--- src/bit_branch_pkg.sv ---
// shared constants and types for the bit, branch, call and clear decoder
package bit_branch_pkg;

   // ==========================================================
   // widths
   localparam int PC_W = 21;
   localparam int INSN_W = 16;
   localparam int DADDR_W = 12;
   localparam int AXI_ADDR_W = 8;

   // ==========================================================
   // opcode patterns
   localparam logic [3:0] OPC_TEST_SKIP_SET = 4'h0_00A;
   localparam logic [3:0] OPC_BIT_INVERT = 4'h0_007;
   localparam logic [7:0] OPC_BRANCH_OVF = 8'h00_E4;
   localparam logic [7:0] OPC_BRANCH_ZERO = 8'h00_E0;
   localparam logic [6:0] OPC_CALL = 7'h0_076;
   localparam logic [6:0] OPC_REG_CLEAR = 7'h0_035;
   localparam logic [15:0] OPC_WDOG_CLEAR = 16'h0004;
   localparam logic [15:0] OPC_NOP = 16'h0000;
   localparam logic [3:0] CALL_WORD2_NIB = 4'h0_00F;

   // ==========================================================
   // bank selection
   localparam logic [3:0] ACCESS_LOW_BANK = 4'h0_000;
   localparam logic [3:0] ACCESS_HIGH_BANK = 4'h0_00F;
   localparam logic [7:0] ACCESS_SPLIT = 8'h00_80;

   // ==========================================================
   // register offsets
   localparam logic [7:0] OFS_CTRL = 8'h00_00;
   localparam logic [7:0] OFS_STATUS = 8'h00_04;
   localparam logic [7:0] OFS_WORK = 8'h00_08;
   localparam logic [7:0] OFS_BANK = 8'h00_0C;
   localparam logic [7:0] OFS_PC = 8'h00_10;
   localparam logic [7:0] OFS_WSHAD = 8'h00_14;
   localparam logic [7:0] OFS_SSHAD = 8'h00_18;
   localparam logic [7:0] OFS_BSHAD = 8'h00_1C;
   localparam logic [7:0] OFS_STACK = 8'h00_20;

   // ==========================================================
   // status field positions and reset values
   localparam int STAT_Z_BIT = 0;
   localparam int STAT_OV_BIT = 1;
   localparam int STAT_POWERDOWN_N_BIT = 2;
   localparam int STAT_TIMEOUT_N_BIT = 3;
   localparam int CTRL_RUN_BIT = 0;
   localparam logic [7:0] STATUS_RST = 8'h00_0C;
   localparam logic [PC_W-1:0] PC_RST = 21'h00_0000;
   localparam logic [PC_W-1:0] PC_STEP = 21'h00_0002;

   // ==========================================================
   // bus responses
   localparam logic [1:0] RESP_OKAY = 2'h0;
   localparam logic [1:0] RESP_SLVERR = 2'h2;

   typedef enum logic [1:0] {PH_Q1, PH_Q2, PH_Q3, PH_Q4} phase_t;

endpackage : bit_branch_pkg

--- src/bit_branch_decode.sv ---
// decode and execute of bit test, toggle, branch, call and clear ops
//
// Design decisions made here: the register addresses and the AXI4-Lite interface to the registers.
`timescale 1ns/100ps
`default_nettype none
// Summary of operation
// - 1010 bbba: skip next if bit set
// - skip runs nop, three cycles over two-word
// - a=0 access bank, a=1 bank select
// - 0111 bbba: invert bit, read-process-write
// - 1110 0100: branch when overflow set
// - 1110 0000: branch when zero set
// - branch target is pc+2+2n
// - taken branch two cycles, else one
// - two-word call loads 20-bit k
// - call pushes call address plus four
// - s=1 copies w, status, bank to shadows
// - call pushes in q3, writes pc q4
// - 0110 101a: clear register, set zero
// - 0000 0000 0000 0100: watchdog clear, set flags
module bit_branch_decode
   import bit_branch_pkg::*;
(
   // clock and reset
   input wire logic clk,
   input wire logic rst_b,
   // program memory
   output logic [PC_W-1:0] prog_addr,
   input wire logic [INSN_W-1:0] prog_rdata,
   // data register file
   output logic [DADDR_W-1:0] data_addr,
   output logic data_rd_en,
   input wire logic [7:0] data_rdata,
   output logic data_wr_en,
   output logic [7:0] data_wdata,
   // return stack and watchdog
   output logic stack_push,
   output logic [PC_W-1:0] stack_top,
   output logic watchdog_clear,
   input wire logic timeout_event,
   input wire logic sleep_event,
   // axi4-lite write
   input wire logic [AXI_ADDR_W-1:0] s_axi_awaddr,
   input wire logic s_axi_awvalid,
   output logic s_axi_awready,
   input wire logic [31:0] s_axi_wdata,
   input wire logic [3:0] s_axi_wstrb,
   input wire logic s_axi_wvalid,
   output logic s_axi_wready,
   output logic [1:0] s_axi_bresp,
   output logic s_axi_bvalid,
   input wire logic s_axi_bready,
   // axi4-lite read
   input wire logic [AXI_ADDR_W-1:0] s_axi_araddr,
   input wire logic s_axi_arvalid,
   output logic s_axi_arready,
   output logic [31:0] s_axi_rdata,
   output logic [1:0] s_axi_rresp,
   output logic s_axi_rvalid,
   input wire logic s_axi_rready
);

   // ==========================================================
   // phase sequencer
   phase_t phase;

   q_phase_gen u_phase (
      .clk(clk),
      .rst_b(rst_b),
      .phase(phase)
   );

   // ==========================================================
   // architectural state
   logic [PC_W-1:0] pc_reg;
   logic [INSN_W-1:0] ir_reg;
   logic [1:0] flush_reg;
   logic skip_reg;
   logic [7:0] rd_latch_reg;
   logic run_reg;
   logic [7:0] status_reg;
   logic [7:0] work_reg;
   logic [3:0] bank_select_reg;
   logic [7:0] working_shadow;
   logic [7:0] status_shadow;
   logic [3:0] bank_select_shadow;

   // ==========================================================
   // decode
   wire [7:0] f_field = ir_reg[7:0];
   wire [2:0] bit_sel = ir_reg[11:9];
   wire a_bit = ir_reg[8];
   wire exec = run_reg && (flush_reg == 2'd0);
   wire bit_test_skip_if_set = exec
      && (ir_reg[15:12] == OPC_TEST_SKIP_SET);
   wire bit_invert_op = exec
      && (ir_reg[15:12] == OPC_BIT_INVERT);
   wire branch_on_overflow = exec
      && (ir_reg[15:8] == OPC_BRANCH_OVF);
   wire branch_on_zero_flag = exec
      && (ir_reg[15:8] == OPC_BRANCH_ZERO);
   wire call_op = exec && (ir_reg[15:9] == OPC_CALL);
   wire call_save = call_op && ir_reg[8];
   wire register_clear_op = exec
      && (ir_reg[15:9] == OPC_REG_CLEAR);
   wire watchdog_clear_op = exec && (ir_reg == OPC_WDOG_CLEAR);
   wire file_op = bit_test_skip_if_set || bit_invert_op
      || register_clear_op;
   wire writes_file = bit_invert_op || register_clear_op;

   // access bank splits into low and high halves when a is clear
   wire [3:0] access_bank = (f_field < ACCESS_SPLIT) ? ACCESS_LOW_BANK
      : ACCESS_HIGH_BANK;
   wire [3:0] eff_bank = a_bit ? bank_select_reg : access_bank;

   wire branch_taken = (branch_on_overflow && status_reg[STAT_OV_BIT])
      || (branch_on_zero_flag && status_reg[STAT_Z_BIT]);
   // pc already points past this instruction, so only 2n is added
   wire [PC_W-1:0] branch_ofs = {{(PC_W-9){f_field[7]}}, f_field, 1'b0};
   wire [PC_W-1:0] branch_target = pc_reg + branch_ofs;
   wire [PC_W-1:0] call_target = {prog_rdata[11:0], ir_reg[7:0],
      1'b0};
   wire [PC_W-1:0] pc_inc = pc_reg + PC_STEP;
   // the word now on the bus is the one a skip would throw away
   wire next_two_word = (prog_rdata[15:9] == OPC_CALL);
   wire bit_is_set = rd_latch_reg[bit_sel];
   wire [7:0] bit_mask = 8'h01 << bit_sel;

   // ==========================================================
   // execution pipeline
   wire q1_end = (phase == PH_Q1);
   wire q2_end = (phase == PH_Q2);
   wire q3_end = (phase == PH_Q3);
   wire q4_end = (phase == PH_Q4);

   logic [PC_W-1:0] pc_next;
   logic [1:0] flush_next;

   always_comb
   begin
      pc_next = pc_inc;
      flush_next = (flush_reg != 2'd0) ? flush_reg - 2'd1 : 2'd0;
      if (call_op)
      begin
         pc_next = call_target;
         flush_next = 2'd1;
      end
      else if (branch_taken)
      begin
         pc_next = branch_target;
         flush_next = 2'd1;
      end
      else if (skip_reg)
         flush_next = next_two_word ? 2'd2 : 2'd1;
   end

   // ==========================================================
   // software register access
   logic [AXI_ADDR_W-1:0] aw_addr_reg;
   logic aw_held_reg;
   logic [31:0] w_data_reg;
   logic [3:0] w_strb_reg;
   logic w_held_reg;

   wire do_write = aw_held_reg && w_held_reg && !s_axi_bvalid;
   wire [31:0] wmask = {{8{w_strb_reg[3]}}, {8{w_strb_reg[2]}},
      {8{w_strb_reg[1]}}, {8{w_strb_reg[0]}}};
   wire wr_ctrl = do_write && (aw_addr_reg == OFS_CTRL);
   wire wr_status = do_write && (aw_addr_reg == OFS_STATUS);
   wire wr_work = do_write && (aw_addr_reg == OFS_WORK);
   wire wr_bank = do_write && (aw_addr_reg == OFS_BANK);
   // the pc is only writable while the core is halted
   wire wr_pc = do_write && (aw_addr_reg == OFS_PC) && !run_reg;
   wire wr_mapped = (aw_addr_reg == OFS_CTRL)
      || (aw_addr_reg == OFS_STATUS) || (aw_addr_reg == OFS_WORK)
      || (aw_addr_reg == OFS_BANK) || (aw_addr_reg == OFS_PC);
   wire [31:0] wr_val = w_data_reg & wmask;
   wire [31:0] pc_merged = ({11'h000, pc_reg} & ~wmask) | wr_val;

   logic [31:0] rd_mux;
   logic rd_ok;

   always_comb
   begin
      rd_ok = 1'b1;
      rd_mux = 32'h0000_0000;
      unique case (s_axi_araddr)
         OFS_CTRL: rd_mux = {31'h0000_0000, run_reg};
         OFS_STATUS: rd_mux = {24'h00_0000, status_reg};
         OFS_WORK: rd_mux = {24'h00_0000, work_reg};
         OFS_BANK: rd_mux = {28'h000_0000, bank_select_reg};
         OFS_PC: rd_mux = {11'h000, pc_reg};
         OFS_WSHAD: rd_mux = {24'h00_0000, working_shadow};
         OFS_SSHAD: rd_mux = {24'h00_0000, status_shadow};
         OFS_BSHAD: rd_mux = {28'h000_0000, bank_select_shadow};
         OFS_STACK: rd_mux = {11'h000, stack_top};
         default: rd_ok = 1'b0;
      endcase
   end

   always_ff @(posedge clk or negedge rst_b)
   begin
      if (!rst_b)
      begin
         s_axi_awready <= 1'b1;
         s_axi_wready <= 1'b1;
         aw_held_reg <= 1'b0;
         w_held_reg <= 1'b0;
         aw_addr_reg <= '0;
         w_data_reg <= 32'h0000_0000;
         w_strb_reg <= 4'h0;
         s_axi_bvalid <= 1'b0;
         s_axi_bresp <= RESP_OKAY;
      end
      else
      begin
         if (s_axi_awvalid && s_axi_awready)
         begin
            aw_addr_reg <= s_axi_awaddr;
            aw_held_reg <= 1'b1;
            s_axi_awready <= 1'b0;
         end
         if (s_axi_wvalid && s_axi_wready)
         begin
            w_data_reg <= s_axi_wdata;
            w_strb_reg <= s_axi_wstrb;
            w_held_reg <= 1'b1;
            s_axi_wready <= 1'b0;
         end
         if (do_write)
         begin
            s_axi_bvalid <= 1'b1;
            s_axi_bresp <= wr_mapped ? RESP_OKAY : RESP_SLVERR;
            aw_held_reg <= 1'b0;
            w_held_reg <= 1'b0;
         end
         if (s_axi_bvalid && s_axi_bready)
         begin
            s_axi_bvalid <= 1'b0;
            s_axi_awready <= 1'b1;
            s_axi_wready <= 1'b1;
         end
      end
   end

   always_ff @(posedge clk or negedge rst_b)
   begin
      if (!rst_b)
      begin
         s_axi_arready <= 1'b1;
         s_axi_rvalid <= 1'b0;
         s_axi_rdata <= 32'h0000_0000;
         s_axi_rresp <= RESP_OKAY;
      end
      else if (s_axi_arvalid && s_axi_arready)
      begin
         s_axi_arready <= 1'b0;
         s_axi_rvalid <= 1'b1;
         s_axi_rdata <= rd_mux;
         s_axi_rresp <= rd_ok ? RESP_OKAY : RESP_SLVERR;
      end
      else if (s_axi_rvalid && s_axi_rready)
      begin
         s_axi_rvalid <= 1'b0;
         s_axi_arready <= 1'b1;
      end
   end

   // ==========================================================
   // control, work and bank registers
   always_ff @(posedge clk or negedge rst_b)
   begin
      if (!rst_b)
      begin
         run_reg <= 1'b0;
         work_reg <= 8'h00;
         bank_select_reg <= 4'h0;
      end
      else
      begin
         if (wr_ctrl && w_strb_reg[0])
            run_reg <= w_data_reg[CTRL_RUN_BIT];
         if (wr_work)
            work_reg <= (work_reg & ~wmask[7:0]) | wr_val[7:0];
         if (wr_bank)
            bank_select_reg <= (bank_select_reg & ~wmask[3:0])
               | wr_val[3:0];
      end
   end

   // ==========================================================
   // status flags: hardware sets win over a software write
   logic [7:0] status_next;

   always_comb
   begin
      status_next = status_reg;
      if (wr_status)
         status_next = (status_reg & ~wmask[7:0]) | wr_val[7:0];
      if (timeout_event)
         status_next[STAT_TIMEOUT_N_BIT] = 1'b0;
      if (sleep_event)
         status_next[STAT_POWERDOWN_N_BIT] = 1'b0;
      if (q4_end && register_clear_op)
         status_next[STAT_Z_BIT] = 1'b1;
      if (q4_end && watchdog_clear_op)
      begin
         status_next[STAT_TIMEOUT_N_BIT] = 1'b1;
         status_next[STAT_POWERDOWN_N_BIT] = 1'b1;
      end
   end

   always_ff @(posedge clk or negedge rst_b)
   begin
      if (!rst_b)
         status_reg <= STATUS_RST;
      else
         status_reg <= status_next;
   end

   // ==========================================================
   // per-phase datapath
   always_ff @(posedge clk or negedge rst_b)
   begin
      if (!rst_b)
      begin
         pc_reg <= PC_RST;
         ir_reg <= OPC_NOP;
         flush_reg <= 2'd0;
         skip_reg <= 1'b0;
         rd_latch_reg <= 8'h00;
         data_addr <= '0;
         data_rd_en <= 1'b0;
         data_wr_en <= 1'b0;
         data_wdata <= 8'h00;
         stack_push <= 1'b0;
         stack_top <= PC_RST;
         watchdog_clear <= 1'b0;
         working_shadow <= 8'h00;
         status_shadow <= 8'h00;
         bank_select_shadow <= 4'h0;
      end
      else
      begin
         stack_push <= 1'b0;
         watchdog_clear <= 1'b0;
         unique case (phase)
            PH_Q1:
            begin
               // decode done, register read runs during q2
               data_rd_en <= file_op;
               data_addr <= {eff_bank, f_field};
            end
            PH_Q2:
            begin
               data_rd_en <= 1'b0;
               rd_latch_reg <= data_rdata;
               if (call_op)
               begin
                  stack_push <= 1'b1;
                  stack_top <= pc_inc;
               end
               if (call_save)
               begin
                  working_shadow <= work_reg;
                  status_shadow <= status_reg;
                  bank_select_shadow <= bank_select_reg;
               end
            end
            PH_Q3:
            begin
               skip_reg <= bit_test_skip_if_set && bit_is_set;
               data_wr_en <= writes_file;
               data_wdata <= register_clear_op ? 8'h00
                  : (rd_latch_reg ^ bit_mask);
               watchdog_clear <= watchdog_clear_op;
            end
            PH_Q4:
            begin
               data_wr_en <= 1'b0;
               skip_reg <= 1'b0;
               if (!run_reg)
               begin
                  ir_reg <= OPC_NOP;
                  flush_reg <= 2'd0;
                  if (wr_pc)
                     pc_reg <= pc_merged[PC_W-1:0];
               end
               else
               begin
                  ir_reg <= prog_rdata;
                  pc_reg <= pc_next;
                  flush_reg <= flush_next;
               end
            end
         endcase
         if (wr_pc && !q4_end)
            pc_reg <= pc_merged[PC_W-1:0];
      end
   end

   assign prog_addr = pc_reg;

   // q1_end, q2_end and q3_end name the phase boundaries for readers
   wire unused_ok = q1_end | q2_end | q3_end | (call_target[0] & 1'b0)
      | (prog_rdata[15:12] == CALL_WORD2_NIB);

endmodule : bit_branch_decode
`default_nettype wire

--- src/q_phase_gen.sv ---
// four-phase instruction cycle sequencer
`timescale 1ns/100ps
`default_nettype none
module q_phase_gen
   import bit_branch_pkg::*;
(
   // clock and reset
   input wire logic clk,
   input wire logic rst_b,
   // phase
   output var phase_t phase
);

   always_ff @(posedge clk or negedge rst_b)
   begin
      if (!rst_b)
         phase <= PH_Q1;
      else
      begin
         unique case (phase)
            PH_Q1: phase <= PH_Q2;
            PH_Q2: phase <= PH_Q3;
            PH_Q3: phase <= PH_Q4;
            PH_Q4: phase <= PH_Q1;
         endcase
      end
   end

endmodule : q_phase_gen
`default_nettype wire

--- config.mk ---
export PLATFORM = sky130hd
export DESIGN_NAME = bit_branch_decode
export DESIGN_NICKNAME = d
export VERILOG_FILES = /design/src/bit_branch_pkg.sv /design/src/bit_branch_decode.sv /design/src/q_phase_gen.sv
export SDC_FILE = /design/constraint.sdc
export NUM_CORES = 1
export LEC_CHECK = 0
export BUFFER_PORTS_ARGS = -buffer_cell sky130_fd_sc_hd__buf_2
export CAP_MARGIN = 20
export CORE_ASPECT_RATIO = 0.9
export CORE_UTILIZATION = 41
export DETAILED_ROUTE_END_ITERATION = 8
export GPL_TIMING_DRIVEN = 1
export SYNTH_ARGS = -nofsm -noshare
export SYNTH_HDL_FRONTEND = slang
export SYNTH_SLANG_ARGS = --single-unit
export TNS_END_PERCENT = 30
--- constraint.sdc ---
create_clock -name clk -period 6.6 [get_ports clk]
set_input_delay 1.32 -clock clk [delete_from_list [all_inputs] [get_ports clk]]
set_output_delay 1.32 -clock clk [all_outputs]
set_load 0.005 [all_outputs]
==> metrics.yaml <==
synth_compound_area_share_pct: 16.6
place_congestion: 0.884
hp-start: "s_axi_rdata[12]"
postLayoutCoreUtil_pct: 49.1
period_minus_slack_ns: 3.46
hold_buffers: 0
coreArea_um2: 24500
syn_to_final_growth_pct: 16.1
r2r_cells: 8
cts_num_sinks: 198
maxSlewHeadroom_pct: 30.3
drt-met1-wl_um: 15100
grt-ovfl-total: 0
worst_pin_slew_ns: 1.04
tns_ns: 0
yosys.area_share.simple_pct: 13.4
synthArstFlopShare_pct: 100
yosysWarnings: 0
worst-path-buf-inv: 1
dr.pass1.iters: 5
cts.path.max_buffers: 2
diodes: 0
fmax_mhz: 289
clockPowerShare_pct: 30.4
cts_setup_buffers: 0
portBuffers: 166
die_w_um: 170
finalSetupViolCount: 0
routed_wl_um: 30300
hold_viol_final: 0
synthAdderAreaFrac_pct: 3.09
finalNetCount: 1268
crit_path_max_incr_delay_ns: 0.78
io_pins: 192
status: "completed"
maxCapViolations: 0
power_uw: 3520
cp.required_ns: 6.99
crit_slowest_cell: "nor2_2"
cts.repair.resized: 0
cts_buffers: 17
worstHoldPathType: "flop to flop"
synth_top_family_by_area: "compound AO/OA/AOI/OAI gates"
ir_worst_vdd_mv: 0.171
grt_setup_unrepaired: "no"
netlist.area_leader.share_pct: 46.6
vias: 8464
yosys.area.top_type: "dfrtp_1"
yosysSeqAreaShare_pct: 47.9
drc: 0
synth_xor_area_share_pct: 3.21
syn-cell-area_um2: 10400
dp.cells: 1475
first_global_vias: 7981
start_util_pct: 42.3
p_seq_share_pct: 48.0
syn_inst: 1014
r2r-end: "prog_addr[19]"
muxShareOfSynthArea_pct: 11.7
final_cells: 1507
reg2reg_from: "u_phase.phase[0]"
synth_seq_cells: 198
path_clk_slew_ns: 0.08
p_leak_uw: 0.00574
critPathMaxFanout: 16
slew_viol_final: 0
p_sw_uw: 1180
die_h_um: 153
htree_num_levels: 4
wl_per_cell_um: 20.1
dp_hpwl_um: 22400
grt_pass1_wl_um: 47000
synth_edf_count: 0
row_count: 54
route.met2.wl_um: 12500
antenna_found_initial: 0
internal-power_uw: 2340
die-area_um2: 25900
met3_length_um: 2270
drt_iter0_drc: 871
topRoutingLayerUsed: "met4"
hold_end: "s_axi_rdata[12]"
cp_cell_sequence: "ha_1 -> clkinv_1 -> nor2_2 -> nor2_1 -> nor2_1 -> o221ai_1 -> a311oi_1 -> o41a_1"
worst_path_most_repeated_cell: "nor2_1"
power_density_nw_per_um2: 293
yosysMostFrequentCell: "dfrtp_1"
p_sw_share_pct: 33.5
synth.distinct_cells: 72
cp.arrival_ns: 3.84
root_buffer: "clkbuf_16"
path_delay_family: "simple AND/OR/NAND/NOR gates"
critPathCaptureType: "flop"
track_usage_pct: 23.9
ff2ff_setup_slack_ns: 3.14
synth_flop_cell: "dfrtp_1"
grt_start_max_net_pins: 71
synth_area_leaders: "dfrtp_1 47%, mux2_2 9.7%, o21ai_0 3.8%"
cts_tree: "done"
clock_latency_ns: 0.45
min_path_cells: 2
ant_nets: 0
drive_gt1_share_pct: 26.8
synth_area_per_cell_um2: 10.2
skew_ns: 0.0136
period_share_pct: 52.4
synth_common_cells: "193 x dfrtp_1, 104 x nand2_1, 89 x mux2_2"
combPwrFrac_pct: 21.6
vias_per_cell: 5.62
setup.worst_path.class: "flop to flop"
crit_path_start_kind: "flop"
-- worst register-to-register path, cell delays in order, from the launching register on --
cell and delay [ns]:
dfrtp_1 0.38, ha_1 0.41, clkinv_1 0.57, nor2_2 0.79, nor2_1 0.29, nor2_1 0.39, o221ai_1 0.17, a311oi_1 0.22
o41a_1 0.18
-- metal layers --
metal,vias to the layer above,GRT usage [%]
met5,-,0
met3,44,4.66
met2,352,32.7
met4,0,6.26
met1,4102,37.7
li1,3966,-
-- layout make-up --
cell class                      instances  area, um^2
Clock buffer                           19         433
Tap cell                              336         420
Multi-Input combinational cell        733        5030
Timing Repair Buffer                  175         907
Clock inverter                         13         159
Inverter                               33         124
Fill cell                            2330       12500
Sequential cell                       198        4960
-- layout by cell type (no fill, tap or decap), types with 4 or more instances in the layout --
cell type	Yosys	layout
xor2_1	16	16
buf_4	15	9
dfstp_2	5	5
a31oi_1	7	7
nor2_1	54	54
nor4_1	4	4
nand3b_1	6	6
a21oi_1	56	56
nand2b_1	4	4
nor3b_1	4	4
o22ai_1	12	12
dfrtp_1	193	193
xnor2_1	22	22
ha_1	24	24
nand4_1	13	13
a21o_1	14	14
clkbuf_16	0	17
nand2_1	104	104
and3_1	9	9
a21boi_0	4	4
buf_2	8	165
nand3_1	34	34
o211ai_1	6	6
nor3_1	14	14
a22oi_1	27	27
a221oi_1	7	7
inv_6	0	5
conb_1	1	13
and2_1	4	4
a211oi_1	8	8
mux2_2	89	89
inv_1	31	31
a22o_1	20	20
mux2i_1	17	17
or3_1	5	5
nor2b_1	5	5
o21ai_0	79	79
-- per-stage QoR --
step	worst slack [ns]	hold slack [ns]	instance area [um^2]
2_1_floorplan	3.56	0.473	10400
3_3_place_gp	3.30	0.458	11400
3_5_place_dp	3.26	0.466	11400
4_1_cts	3.17	0.484	12000
5_1_grt	2.77	0.501	12000
6_report	3.14	0.477	12000
-- logic make-up after synthesis --
| family | after synthesis |
|---|---|
| adder cells (fa/ha/maj) | 25 |
| buffers and inverters | 95 |
| multiplexers | 108 |
| AND/OR/NAND/NOR | 280 |
| AO/OA/AOI/OAI | 269 |
| flip-flops | 198 |
| XOR/XNOR | 38 |
| other | 1 |
-- worst max-delay path by stage --
stage	to	slack, ns	from	cells after the start
2_1_floorplan	s_axi_rdata[11]	3.56	s_axi_araddr[3]	9
3_3_place_gp	prog_addr[19]	3.30	u_phase.phase[0]	8
3_5_place_dp	prog_addr[19]	3.26	u_phase.phase[0]	8
4_1_cts	prog_addr[19]	3.17	u_phase.phase[0]	8
5_1_grt	prog_addr[19]	2.77	u_phase.phase[1]	8
6_report	prog_addr[19]	3.14	u_phase.phase[0]	8
-- power groups by stage --
stage	registers (uW)	clock network, uW	logic [uW]
final	1690	1070	761
after global routing	1720	1140	851
after CTS	1690	1090	761
after detailed placement	1710	0	758
after global placement	1700	0	746
after floorplan	1580	0	544
(Power assumes the default switching activity.)
